## config.mk

```make
export PLATFORM = sky130hd
export DESIGN_NAME = fpm_mapper
export DESIGN_NICKNAME = d
export VERILOG_FILES = /design/src/shared/fpm_pkg.sv /design/src/hw/fpm_mapper.sv
export SDC_FILE = /design/constraint.sdc
export NUM_CORES = 1
export LEC_CHECK = 0
export ABC_AREA = 1
export BUFFER_PORTS_ARGS = -buffer_cell sky130_fd_sc_hd__clkbuf_2
export CAP_MARGIN = 5
export CORE_MARGIN = 3
export CORE_UTILIZATION = 53
export DETAILED_ROUTE_END_ITERATION = 10
export PLACE_DENSITY = 0.87
export SYNTH_ARGS = -nofsm -noshare
export SYNTH_HDL_FRONTEND = slang
export SYNTH_SLANG_ARGS = --single-unit
```

## constraint.sdc

```tcl
create_clock -name ref_clk -period 11.65 [get_ports ref_clk]
set_input_delay 0.5825 -clock ref_clk [delete_from_list [all_inputs] [get_ports ref_clk]]
set_output_delay 0.5825 -clock ref_clk [all_outputs]
set_load 0.005 [all_outputs]
```

## src/shared/fpm_pkg.sv

```systemverilog
// constants, types and layout table of the fieldbus process data mapper
// Overview of operation
// - layout chosen from input byte count of first parameter setting after power-up
// - data exchange only when configured identifier matches a supported layout
// - layout one: 8 bytes counter, velocity, rate; identifier 0x97 0x20
// - layout two: 16 bytes, adds velocity integral and ms timer; 0xd7 0x20
// - layout three: 10 bytes, adds illumination and exposure; 0x99 0x20
// - layout four: 12 bytes, adds 32-bit length; 0x9b 0x20
// - layout five: 14 bytes, length, illumination, exposure; 0x9d 0x20
// - layout six: 15 bytes, length, error code, status, temperature; 0x9e 0x20
// - velocity and length sent as magnitudes without sign; rate passed on as received
// - status byte: error pin, status pin, speed sign, length sign, rest zero
// - diagnosis two bytes normally, four bytes when interface faults exist
// - output bit 0 enters standby when it is the selected source
// - output bit 1 gives direction of travel
// - bit 3 is first length trigger, bit 2 standby or second trigger
// - rising edge of output bit 4 clears error list and diagnosis
// - bit 7 set restores parameter set numbered by bits 6 and 5
// - standby follows bit 2, or bit 0 when trigger select is one
// - each output byte change delays input frame update by 3 ms
// - internal serial link runs at 57600 baud without parity
// - velocity unsigned; direction only in status byte
package fpm_pkg;
  localparam int unsigned CLK_HZ          = 10_000_000;
  localparam int unsigned LINK_BAUD       = 57600;
  localparam int unsigned BIT_CYCLES      = (CLK_HZ + LINK_BAUD / 2) / LINK_BAUD;
  localparam int unsigned HALF_CYCLES     = BIT_CYCLES / 2;
  localparam int unsigned GAP_CYCLES      = 20 * BIT_CYCLES;
  localparam int unsigned OUT_HOLD_MS     = 3;
  localparam int unsigned OUT_HOLD_CYCLES = OUT_HOLD_MS * (CLK_HZ / 1000);
  localparam int unsigned MAX_IN_BYTES    = 15;
  localparam int unsigned FIFO_DEPTH      = 8;
  // configuration identifier bytes
  localparam logic [7:0] CFG_ID_TAIL = 8'h20;
  localparam logic [7:0] CFG_ID_L1   = 8'h97;
  localparam logic [7:0] CFG_ID_L2   = 8'hd7;
  localparam logic [7:0] CFG_ID_L3   = 8'h99;
  localparam logic [7:0] CFG_ID_L4   = 8'h9b;
  localparam logic [7:0] CFG_ID_L5   = 8'h9d;
  localparam logic [7:0] CFG_ID_L6   = 8'h9e;
  // input byte counts per layout
  localparam logic [4:0] IN_BYTES_L1 = 5'h08;
  localparam logic [4:0] IN_BYTES_L2 = 5'h10;
  localparam logic [4:0] IN_BYTES_L3 = 5'h0a;
  localparam logic [4:0] IN_BYTES_L4 = 5'h0c;
  localparam logic [4:0] IN_BYTES_L5 = 5'h0e;
  localparam logic [4:0] IN_BYTES_L6 = 5'h0f;
  // byte positions inside the input frame, byte 0 first
  localparam int unsigned POS_VEL    = 2;
  localparam int unsigned POS_LEN    = 8;
  localparam int unsigned POS_STATUS = 13;
  // output byte bit positions
  localparam int unsigned OB_STANDBY_A = 0;
  localparam int unsigned OB_DIR       = 1;
  localparam int unsigned OB_STANDBY_B = 2;
  localparam int unsigned OB_TRIG1     = 3;
  localparam int unsigned OB_CLEAR     = 4;
  localparam int unsigned OB_SET_LO    = 5;
  localparam int unsigned OB_SET_HI    = 6;
  localparam int unsigned OB_RESTORE   = 7;
  // diagnosis lengths
  localparam logic [2:0] DIAG_NONE  = 3'h0;
  localparam logic [2:0] DIAG_SHORT = 3'h2;
  localparam logic [2:0] DIAG_LONG  = 3'h4;

  typedef enum logic [2:0] {
    layout_none      = 3'h0,
    frame_layout_one = 3'h1,
    layout_two       = 3'h2,
    layout_three     = 3'h3,
    layout_four      = 3'h4,
    layout_five      = 3'h5,
    frame_layout_six = 3'h6
  } fpm_layout_type;

  typedef enum logic [1:0] {
    RX_IDLE  = 2'h0,
    RX_START = 2'h1,
    RX_DATA  = 2'h2,
    RX_STOP  = 2'h3
  } fpm_rx_type;

  typedef logic [0:MAX_IN_BYTES-1][7:0] fpm_frame_type;

  typedef struct packed {
    logic       standby;
    logic       direction;
    logic       trig_first;
    logic       length_trigger_second;
    logic       clear_diag;
    logic       restore_req;
    logic [1:0] restore_set;
  } fpm_ctrl_type;

  typedef struct packed {
    logic [2:0]       len;
    logic [0:3][7:0]  bytes;
  } fpm_diag_type;

  // layout from configured input byte count
  function automatic fpm_layout_type fpm_layout_of(input logic [4:0] n);
    case (n)
      IN_BYTES_L1: return frame_layout_one;
      IN_BYTES_L2: return layout_two;
      IN_BYTES_L3: return layout_three;
      IN_BYTES_L4: return layout_four;
      IN_BYTES_L5: return layout_five;
      IN_BYTES_L6: return frame_layout_six;
      default:     return layout_none;
    endcase
  endfunction

  function automatic logic [4:0] fpm_len_of(input fpm_layout_type l);
    case (l)
      frame_layout_one: return IN_BYTES_L1;
      layout_two:       return IN_BYTES_L2;
      layout_three:     return IN_BYTES_L3;
      layout_four:      return IN_BYTES_L4;
      layout_five:      return IN_BYTES_L5;
      frame_layout_six: return IN_BYTES_L6;
      default:          return 5'h00;
    endcase
  endfunction

  function automatic logic [7:0] fpm_id_of(input fpm_layout_type l);
    case (l)
      frame_layout_one: return CFG_ID_L1;
      layout_two:       return CFG_ID_L2;
      layout_three:     return CFG_ID_L3;
      layout_four:      return CFG_ID_L4;
      layout_five:      return CFG_ID_L5;
      frame_layout_six: return CFG_ID_L6;
      default:          return 8'h00;
    endcase
  endfunction
endpackage

```

## src/hw/fpm_mapper.sv

```systemverilog
// process data mapper with link receiver and byte fifo
`timescale 1ns/1ps

// small synchronous fifo, flip-flop storage
module fpm_fifo import fpm_pkg::*; #(
  parameter int unsigned WIDTH = 8,
  parameter int unsigned DEPTH = 8
) (
  input  wire logic             ref_clk,
  input  wire logic             reset,
  input  wire logic             in_valid,
  input  wire logic [WIDTH-1:0] in_data,
  output logic                  in_ready,
  output logic                  out_valid,
  output logic      [WIDTH-1:0] out_data,
  input  wire logic             out_ready
);
  localparam int unsigned AW = $clog2(DEPTH);

  typedef struct packed {
    logic [DEPTH-1:0][WIDTH-1:0] mem;
    logic [AW:0]                 wp;
    logic [AW:0]                 rp;
  } fpm_fifo_state_type;

  fpm_fifo_state_type q;
  fpm_fifo_state_type d;

  // extra pointer bit tells full from empty
  assign in_ready  = !((q.wp[AW-1:0] == q.rp[AW-1:0]) && (q.wp[AW] != q.rp[AW]));
  assign out_valid = (q.wp != q.rp);
  assign out_data  = q.mem[q.rp[AW-1:0]];

  // pointer and storage update
  always_comb begin
    d = q;
    if (in_valid && in_ready) begin
      d.mem[q.wp[AW-1:0]] = in_data;
      d.wp = q.wp + 1'b1;
    end
    if (out_valid && out_ready) begin
      d.rp = q.rp + 1'b1;
    end
  end

  always_ff @(posedge ref_clk or posedge reset) begin
    if (reset) begin
      q <= '0;
    end else begin
      q <= d;
    end
  end
endmodule

// top: link receiver, frame assembly, control byte decode, diagnosis
module fpm_mapper import fpm_pkg::*; #(
  parameter int unsigned HOLD_CYCLES = OUT_HOLD_CYCLES
) (
  input  wire logic           ref_clk,
  input  wire logic           reset,
  input  wire logic           serial_rx,
  input  wire logic           err_out_pin,
  input  wire logic           stat_out_pin,
  input  wire logic           prm_valid,
  input  wire logic [4:0]     prm_in_bytes,
  input  wire logic           cfg_valid,
  input  wire logic [15:0]    cfg_id,
  input  wire logic           out_valid,
  input  wire logic [7:0]     out_byte,
  input  wire logic           trig_select,
  input  wire logic [7:0]     sensor_err_code,
  input  wire logic           if_fault,
  input  wire logic [7:0]     if_err_code,
  input  wire logic [7:0]     sys_err_code,
  output fpm_layout_type      layout,
  output logic                data_exchange,
  output fpm_frame_type       frame,
  output logic                frame_valid,
  output fpm_ctrl_type        ctrl,
  output fpm_diag_type        diag,
  output logic                update_busy,
  output logic                link_overrun
);
  localparam int unsigned CW = $clog2(BIT_CYCLES);
  localparam int unsigned GW = $clog2(GAP_CYCLES);
  localparam int unsigned HW = $clog2(HOLD_CYCLES + 1);

  typedef struct packed {
    logic [1:0]      rx_sync;
    logic [1:0]      err_sync;
    logic [1:0]      stat_sync;
    fpm_rx_type      rx_state;
    logic [CW-1:0]   rx_cnt;
    logic [2:0]      rx_bit;
    logic [7:0]      rx_shift;
    logic            push;
    logic            overrun;
    logic [GW-1:0]   gap;
    logic            locked;
    fpm_layout_type  layout;
    logic            exchange;
    fpm_frame_type   rec;
    logic [3:0]      idx;
    logic            pending;
    fpm_frame_type   frame;
    logic            frame_valid;
    logic [7:0]      out_prev;
    fpm_ctrl_type    ctrl;
    logic [HW-1:0]   hold;
    logic            busy;
    fpm_diag_type    diag;
  } fpm_state_type;

  fpm_state_type q;
  fpm_state_type d;
  logic          in_ready;
  logic          fifo_valid;
  logic [7:0]    fifo_data;
  logic          pop;

  // magnitude of a two's complement word
  function automatic logic [31:0] mag32(input logic [31:0] v);
    return v[31] ? (~v + 32'h0000_0001) : v;
  endfunction

  // record bytes wait here while a finished frame is held back
  fpm_fifo #(
    .WIDTH (8),
    .DEPTH (FIFO_DEPTH)
  ) u_fifo (
    .ref_clk   (ref_clk),
    .reset     (reset),
    .in_valid  (q.push),
    .in_data   (q.rx_shift),
    .in_ready  (in_ready),
    .out_valid (fifo_valid),
    .out_data  (fifo_data),
    .out_ready (pop)
  );

  // stall draining while a complete record awaits publication
  assign pop = !q.pending;

  always_comb begin
    logic [31:0] vel;
    logic [31:0] len;
    logic        long_v;
    fpm_frame_type f;
    vel = '0;
    len = '0;
    long_v = 1'b0;
    f = q.rec;
    d = q;
    d.push = 1'b0;
    d.frame_valid = 1'b0;
    d.ctrl.clear_diag = 1'b0;
    d.ctrl.restore_req = 1'b0;

    // two-stage synchronisers for pins
    d.rx_sync   = {q.rx_sync[0], serial_rx};
    d.err_sync  = {q.err_sync[0], err_out_pin};
    d.stat_sync = {q.stat_sync[0], stat_out_pin};

    // 8n1 receiver, centre sampled, no parity bit
    case (q.rx_state)
      RX_IDLE: begin
        if (!q.rx_sync[1]) begin
          d.rx_state = RX_START;
          d.rx_cnt = CW'(HALF_CYCLES - 1);
        end
      end
      RX_START: begin
        if (q.rx_cnt == '0) begin
          // a glitch shorter than half a bit is dropped
          d.rx_state = q.rx_sync[1] ? RX_IDLE : RX_DATA;
          d.rx_cnt = CW'(BIT_CYCLES - 1);
          d.rx_bit = 3'h0;
        end else begin
          d.rx_cnt = q.rx_cnt - 1'b1;
        end
      end
      RX_DATA: begin
        if (q.rx_cnt == '0) begin
          d.rx_shift = {q.rx_sync[1], q.rx_shift[7:1]};
          d.rx_cnt = CW'(BIT_CYCLES - 1);
          d.rx_bit = q.rx_bit + 1'b1;
          if (q.rx_bit == 3'h7) begin
            d.rx_state = RX_STOP;
          end
        end else begin
          d.rx_cnt = q.rx_cnt - 1'b1;
        end
      end
      RX_STOP: begin
        if (q.rx_cnt == '0) begin
          d.rx_state = RX_IDLE;
          d.push = q.rx_sync[1]; // framing errors are discarded
        end else begin
          d.rx_cnt = q.rx_cnt - 1'b1;
        end
      end
      default: begin
        d.rx_state = RX_IDLE;
      end
    endcase

    // sticky flag: a byte was lost because the fifo was full
    if (q.push && !in_ready) begin
      d.overrun = 1'b1;
    end

    // first parameter setting picks the layout for good
    if (prm_valid && !q.locked) begin
      d.locked = 1'b1;
      d.layout = fpm_layout_of(prm_in_bytes);
    end

    // exchange only with a matching configuration
    if (cfg_valid) begin
      d.exchange = (q.layout != layout_none) &&
                   (cfg_id == {fpm_id_of(q.layout), CFG_ID_TAIL});
    end

    // idle line gap realigns the record to its first byte
    if (q.rx_state != RX_IDLE || fifo_valid) begin
      d.gap = '0;
    end else if (q.gap != GW'(GAP_CYCLES - 1)) begin
      d.gap = q.gap + 1'b1;
    end else if (!q.pending) begin
      d.idx = 4'h0;
    end

    // collect record bytes; without a layout they are drained and dropped
    if (pop && fifo_valid && q.layout != layout_none) begin
      d.rec[q.idx] = fifo_data;
      if ({1'b0, q.idx} == fpm_len_of(q.layout) - 5'h01) begin
        d.idx = 4'h0;
        d.pending = 1'b1;
      end else begin
        d.idx = q.idx + 1'b1;
      end
    end

    // build published frame: magnitudes and status byte
    vel = f[POS_VEL +: 4];
    len = f[POS_LEN +: 4];
    f[POS_VEL +: 4] = mag32(vel);
    if (q.layout == layout_four || q.layout == layout_five || q.layout == frame_layout_six) begin
      f[POS_LEN +: 4] = mag32(len);
    end
    if (q.layout == frame_layout_six) begin
      f[POS_STATUS] = {4'h0, len[31], vel[31], q.stat_sync[1], q.err_sync[1]};
    end

    // whole frame replaced in one cycle so it is always consistent
    if (q.pending && q.hold == '0) begin
      d.frame = f;
      d.frame_valid = 1'b1;
      d.pending = 1'b0;
    end

    // hold-off after an output byte change
    if (q.hold != '0) begin
      d.hold = q.hold - 1'b1;
    end

    // control byte decode, only during data exchange
    if (out_valid && q.exchange) begin
      d.out_prev = out_byte;
      if (out_byte != q.out_prev) begin
        d.hold = HW'(HOLD_CYCLES);
      end
      d.ctrl.direction = out_byte[OB_DIR];
      d.ctrl.trig_first = out_byte[OB_TRIG1];
      d.ctrl.length_trigger_second = trig_select & out_byte[OB_STANDBY_B];
      d.ctrl.standby = trig_select ? out_byte[OB_STANDBY_A] : out_byte[OB_STANDBY_B];
      d.ctrl.clear_diag = out_byte[OB_CLEAR] & ~q.out_prev[OB_CLEAR];
      // edge detect: bit 7 must return low before a new restore (master side)
      if (out_byte[OB_RESTORE] && !q.out_prev[OB_RESTORE]) begin
        d.ctrl.restore_req = 1'b1;
        d.ctrl.restore_set = {out_byte[OB_SET_HI], out_byte[OB_SET_LO]};
      end
    end

    // busy flag registered so the port comes straight from a flop
    d.busy = (d.hold != '0);

    // diagnosis: clear first so a same-cycle error still lands
    if (q.ctrl.clear_diag) begin
      d.diag = '0;
    end
    if (sensor_err_code != 8'h00 || if_fault) begin
      long_v = if_fault || (d.diag.len == DIAG_LONG);
      d.diag.len = long_v ? DIAG_LONG : DIAG_SHORT;
      d.diag.bytes[0] = {5'h00, d.diag.len};
      if (sensor_err_code != 8'h00) begin
        d.diag.bytes[1] = sensor_err_code;
      end
      if (if_fault) begin
        d.diag.bytes[2] = if_err_code;
        d.diag.bytes[3] = sys_err_code;
      end
    end
  end

  // single state register, line idles high after reset
  always_ff @(posedge ref_clk or posedge reset) begin
    if (reset) begin
      q <= '0;
      q.rx_sync <= 2'h3;
    end else begin
      q <= d;
    end
  end

  // every output comes from the state register
  assign layout        = q.layout;
  assign data_exchange = q.exchange;
  assign frame         = q.frame;
  assign frame_valid   = q.frame_valid;
  assign ctrl          = q.ctrl;
  assign diag          = q.diag;
  assign update_busy   = q.busy;
  assign link_overrun  = q.overrun;
endmodule

```

**After elaboration in Yosys (flattened, before gate mapping)**

Cells that the tools add are included.

- Flip-flop bits (word level): 431
- Bits of input ports: 63
- Output and inout bits: 170

- $add $sub $neg: 10
- Magnitude comparators: 5
- Eq/ne operators: 33
- Multiplexer cells: 50
- Bitwise gates (word level): 6
- Reductions and logical operators: 41

Operators by type and width:

| operator | count |
|---|---|
| 2-to-1 mux 122 bit | 1 |
| bitwise mux 120 bit | 1 |
| 2-to-1 mux 32 bit | 3 |
| 2-to-1 mux 35 bit | 2 |
| adder 32 x 1 -> 32 bit (second input constant) | 2 |
| bitwise mux 64 bit | 1 |
| 2-to-1 mux 8 bit | 8 |
| inverter 32 bit | 2 |
| case mux 8 bit (6 select lines) | 1 |
| case mux 10 bit (4 select lines) | 1 |
| demux 8 bit (select 4 bit) | 1 |
| 2-to-1 mux 15 bit | 2 |
| case mux 5 bit (6 select lines) | 1 |
| nonzero test 15 bit | 2 |
| == test 5 x 4 -> 1 bit (second input constant) | 5 |
| binary-select mux 8 bit (select 3 bit) | 1 |
| demux 8 bit (select 3 bit) | 1 |
| 2-to-1 mux 12 bit | 2 |
| 2-to-1 mux 19 bit | 1 |
| case mux 3 bit (6 select lines) | 1 |
| == test 16 bit | 1 |
| 2-to-1 mux 16 bit | 1 |
| 2-to-1 mux 4 bit | 4 |
| == test 3 bit (second input constant) | 5 |
| other kinds (45) | 95 |

**Longest topological paths before layout**

- Depth after elaboration: 9
- Mapped depth: 15

**Hierarchy**

From an unflattened synthesis, not the netlist that was laid out.

- Cell total of the unflattened synthesis: 2630
- Area, all modules: 21723.3 um2

Modules (own cells, without submodules):

| module | instances | cells an instance | area each (um2) | seq. area each (um2) |
|---|---|---|---|---|
| fpm_mapper | 1 | 2138 | 17834.6 | 8785.9 |
| fpm_fifo | 1 | 492 | 3888.7 | 1801.7 |

**Worst setup path after synthesis**

No wires, ideal clock.

- Path type: register -> register
- From: register q (netlist bit layout[0])
- To: register q[192] (netlist name)
- Library setup time: 0.127 ns
- Arrival time: 1.874 ns
- Required time: 11.523 ns
- Setup slack: 9.649 ns
- Stages on the path, launching flop included: 12
- Path buffers: 1
- Period minus slack after synthesis: 2.001 ns
- Path through: dfrtp_1 inv_1 nand2_1 inv_1 nand2_1 clkbuf_1 ha_1 xnor2_1 a211oi_1 nand3_1 nand3b_1 o21ai_0

- Word-level cells in the longest chain between the ends: 7

RTL lines:

| element | line | source |
|---|---|---|
| from (decl) | fpm_mapper.sv:114 | `fpm_state_type q;` |
| == test 3 bit, or another cell as far along | fpm_pkg.sv:114 | `case (l)` |
| case mux 5 bit (6 select lines) | fpm_pkg.sv:114 |  |
| 2-to-1 mux 5 bit | fpm_mapper.sv:234 | `if (pop && fifo_valid && q.layout != layout_none) begin` |
| subtractor 5 x 1 -> 5 bit | fpm_mapper.sv:236 | `if ({1'b0, q.idx} == fpm_len_of(q.layout) - 5'h01) begin` |
| == test 4 x 5 -> 1 bit | fpm_mapper.sv:236 |  |
| 2-to-1 mux 4 bit | fpm_mapper.sv:236 |  |
| 2-to-1 mux 5 bit | fpm_mapper.sv:234 |  |

Parallel ways exist; a longest one is shown, timed or not. The select of a mux whose other input is x is not followed.
A chain may end at the register's enable or synchronous reset.

**Worst setup path after layout**

- From: register u_fifo.q[0] (netlist name)
- To: register u_fifo.q[24] (netlist name)

- Word-level cells in the longest chain between the ends: 4

RTL lines:

| element | line | source |
|---|---|---|
| from (decl) | fpm_mapper.sv:26 | `fpm_fifo_state_type q;` |
| from (signal assigned) | fpm_mapper.sv:48 | `q <= '0;` |
| from (signal assigned) | fpm_mapper.sv:50 | `q <= d;` |
| == test 3 bit | fpm_mapper.sv:30 | `assign in_ready = !((q.wp[AW-1:0] == q.rp[AW-1:0]) && (q.wp[AW] != q.rp[AW]));` |
| logical AND 1 bit | fpm_mapper.sv:30 |  |
| logical NOT 1 bit | fpm_mapper.sv:30 |  |
| logical AND 1 bit | fpm_mapper.sv:37 | `if (in_valid && in_ready) begin` |

Every way passes these cells.

==> summary.md <==
| Metric | Value |
|---|---|
| Simple-gate area share of the yosys netlist | `a little over 20%` |
| Number of vias per cell | `around 5.5` |
| Power per cell area | `~140 nW/um2` |
| Post-CTS Setup Inserts | `0` |
| # rows | `slightly above 70` |
| Synthesized flop and latch total | `423` |
| CORE AREA | `between 30,000 and 40,000 um2` |
| Rel. slew slack | `between 20% and 30%` |
| Post-layout instance area | `between 20,000 and 25,000 um2` |
| Clock power share | `between 40% and 50%` |
| Die area | `~40,000 um2` |
| Setup TNS | `0 ns` |
| Fin. Hold Viols | `0` |
| Clock latency on the worst-skew pair | `approximately 0.56 ns` |
| Mean Syn Cell Area | `about 8.4 um2` |
| Vias | `~16k` |
| Worst setup path start | `u_fifo.q[0]` |
| Total power | `3.117 mW` |
| Area contributors post-synth | `dfrtp_1 51%, nand2_1 11%, o21ai_0 8.8%, buf_4 6.1%, inv_1 4.1%` |
| Area after DPL | `a little over 20,000 um2` |
| Worst Path Required | `approximately 12 ns` |
| Layout cells sized above 1 | `~14%` |
| Post-synth EDFFs | `0` |
| Total track usage | `24.12%` |
| Leak pwr | `11.20 nW` |
| Clock Tree Buf Depth | `3` |
| Vias in the first global route | `between 15k and 20k` |
| NetSw | `0.6865 mW` |
| Post-Synth XOR/XNOR Area | `under 10%` |
| Crit Path Class | `register to register` |
| Placed Cells incl. Taps | `a little under 3k` |
| Fin crit period | `3.829 ns` |
| WL/cell | `16.62 um` |
| First-pass GRT wire length | `just over 80,000 um` |
| Startpoint type of the worst setup path | `register` |
| Synthesized cell area | `20,520 um2` |
| Synth area leader | `dfrtp_1` |
| Int Power | `around 2.4 mW` |
| Congestion Overflow GR | `0` |
| Starting Density | `between 50% and 60%` |
| Worst min path class | `input pin to register` |
| Yosys top cell area share | `about half` |
| Reg2Reg Setup Slack | `roughly 7.8 ns` |
| Flop pwr share | `between 40% and 50%` |
| Worst-Margin Slew | `around 1.2 ns` |
| CTS Hold Bufs | `0` |
| Syn Inst Count | `~2.4k` |
| Pin count of the biggest net entering global routing | `202` |
| Post-DP HPWL | `about 33,000 um` |
| Post-synthesis adder-cell area fraction | `approximately 1.0%` |
| Die W | `202.8 um` |
| Maxcap violations | `0` |
| Die Height | `just over 200 um` |
| CTS tree | `done` |
| CTS buffer count | `44` |
| DRC | `0` |
| Synth Area in Compound Gates | `between 10% and 20%` |
| Predominant post-synthesis flop cell | `dfrtp_1` |
| Final wirelength | `~50,000 um` |
| Max-slew violation count | `0` |
| Most common cell in the netlist | `nand2_1` |
| GP Congestion | `~0.86` |
| Worst-path clk slew | `~0.060 ns` |
| Post-cts resize count | `0` |
| Drt first pass iters | `6` |
| Number of routed nets with antenna violations | `0` |
| RR Startpoint | `u_fifo.q[0]` |
| Unrepaired setup endpoints after global routing | `false` |
| Layout net count | `about 2.5k` |
| Sequential share of the synthesized area | `about 52%` |
| Layout overhead on the synthesized area | `8.415%` |
| VDD IR max | `~0.091 mV` |
| Hold_sp | `serial_rx` |
| Crit path DAT | `about 4.3 ns` |
| Yosys cell types | `between 50 and 60` |
| Crit end category | `register` |
| Non-Filler Instances | `3,007` |
| Yosys warnings | `0` |
| Setup Viol. Count Final | `0` |
| Clk root buf | `clkbuf_16` |
| Setup Skew | `0.01203 ns` |
| Port Buffers | `approximately 230` |
| Mux contribution to synthesized area | `0%` |
| Critical-path maximum fanout | `36` |
| Violation count after the first detailed-route iteration | `between 1.5k and 2k` |
| Fraction of registers with async set/reset | `100.0%` |
| FILL cells | `~3.1k` |
| Fmax | `approximately 260 MHz` |
| N_diodes | `0` |
| Boundary Pins | `about 230` |
| Sw Ratio | `approximately 22%` |
| Commonest cells in the netlist | `619 x nand2_1, 421 x dfrtp_1, 361 x o21ai_0, 225 x inv_1, 177 x nor2_1` |
| Initial antenna violation count | `0` |
| Final period utilization | `between 30% and 40%` |
| Gate power share | `4.0%` |
| Clock Sinks | `between 400 and 500` |
| H-tree levels | `2` |
| Main combinational cell family by area after synthesis | `simple AND/OR/NAND/NOR gates` |
| Status | `complete, no violations` |
critical path, cell delays in order, from the launching register on:
cell      delay [ns]
dfrtp_1         1.10
clkinv_2        0.75
nand2_1         0.29
a21oi_2         0.10
nand3b_1        0.13
nand2_1         0.09
inv_1           0.24
nand4_1         0.56
o21ai_0         0.42
routing by layer:
layer	track usage, %	wire [um]	vias to the layer above
met5	0	0	-
met4	8.983	1612	0
met3	3.800	4073	118
met2	39.94	23840	736
met1	32.35	20440	7916
li1	-	-	7719
area by class of cell:
type	count	area (um2)	area share, %
multi-input cells	1529	7396	33.25
repair buffers	234	1204	5.411
inverters	232	890.9	4.005
clock buffers	57	1231	5.535
clock inverters	21	296.5	1.333
well taps	511	639.4	2.874
flip-flops and latches	423	10590	47.60
worst paths after layout:
kind                       cells past startpoint            to
hold reg to reg                                0        q[356]
setup / recovery                               8  u_fifo.q[24]
setup reg to reg                               8  u_fifo.q[24]
min in group asynchronous                      3      diag[22]
max in group asynchronous                      5     frame[28]
hold / removal                                 1        d[358]
per-stage QoR:
stage / setup slack [ns] / hold slack, ns / util (%)
final: 7.821 / 0.1050 / 58.64
after global routing: 7.524 / 0.08998 / 58.64
after CTS: 7.954 / 0.07464 / 58.64
after detailed placement: 7.978 / 0.3441 / 54.62
after global placement: 8.168 / 0.3380 / 54.62
after floorplan: 5.362 / 0.3312 / -
state kept, by name, summed over array words and instances, names as in the netlist:
signal         flops
frame            120
link_overrun       1
d                  3
diag              29
ctrl               6
q                186
frame_valid        1
data_exchange      1
layout             3
u_fifo.q          72
update_busy        1
power groups by stage:
stage	clock network (mW)	logic, mW	registers, mW
after CTS	1.51	0.128	1.50
after global placement	0	0.123	1.53
after global routing	1.57	0.144	1.50
after floorplan	0	0.0968	1.53
after detailed placement	0	0.127	1.53
final	1.49	0.126	1.50
kinds of logic (layout without fill, tap and decap cells):
family / count (synthesis) / count (layout)
buf+inv: 486 / 544
xor+xnor: 58 / 58
compound gates: 461 / 461
simple gates: 987 / 987
flops: 423 / 423
fa+ha+maj: 17 / 17
other cells: 1 / 6
cell usage in the layout (no fill, tap or decap), types with 7 or more instances in the layout:
| master | netlist | routed |
|---|---|---|
| o32ai_1 | 16 | 16 |
| nor2_1 | 177 | 176 |
| nand3_1 | 103 | 103 |
| inv_1 | 225 | 224 |
| nor2_4 | 11 | 11 |
| nand4_1 | 21 | 21 |
| o21ai_0 | 361 | 361 |
| nand3b_1 | 7 | 7 |
| ha_1 | 17 | 17 |
| xor2_1 | 51 | 51 |
| clkbuf_2 | 2 | 226 |
| o21ai_1 | 15 | 15 |
| bufinv_16 | 0 | 7 |
| nor3_1 | 26 | 26 |
| nand2_1 | 619 | 619 |
| xnor2_1 | 7 | 7 |
| dfrtp_1 | 421 | 421 |
| a22o_1 | 16 | 16 |
| clkinv_2 | 1 | 10 |
| buf_4 | 168 | 7 |
| clkbuf_16 | 0 | 45 |
| a21oi_1 | 24 | 24 |
(Power assumes the default switching activity.)
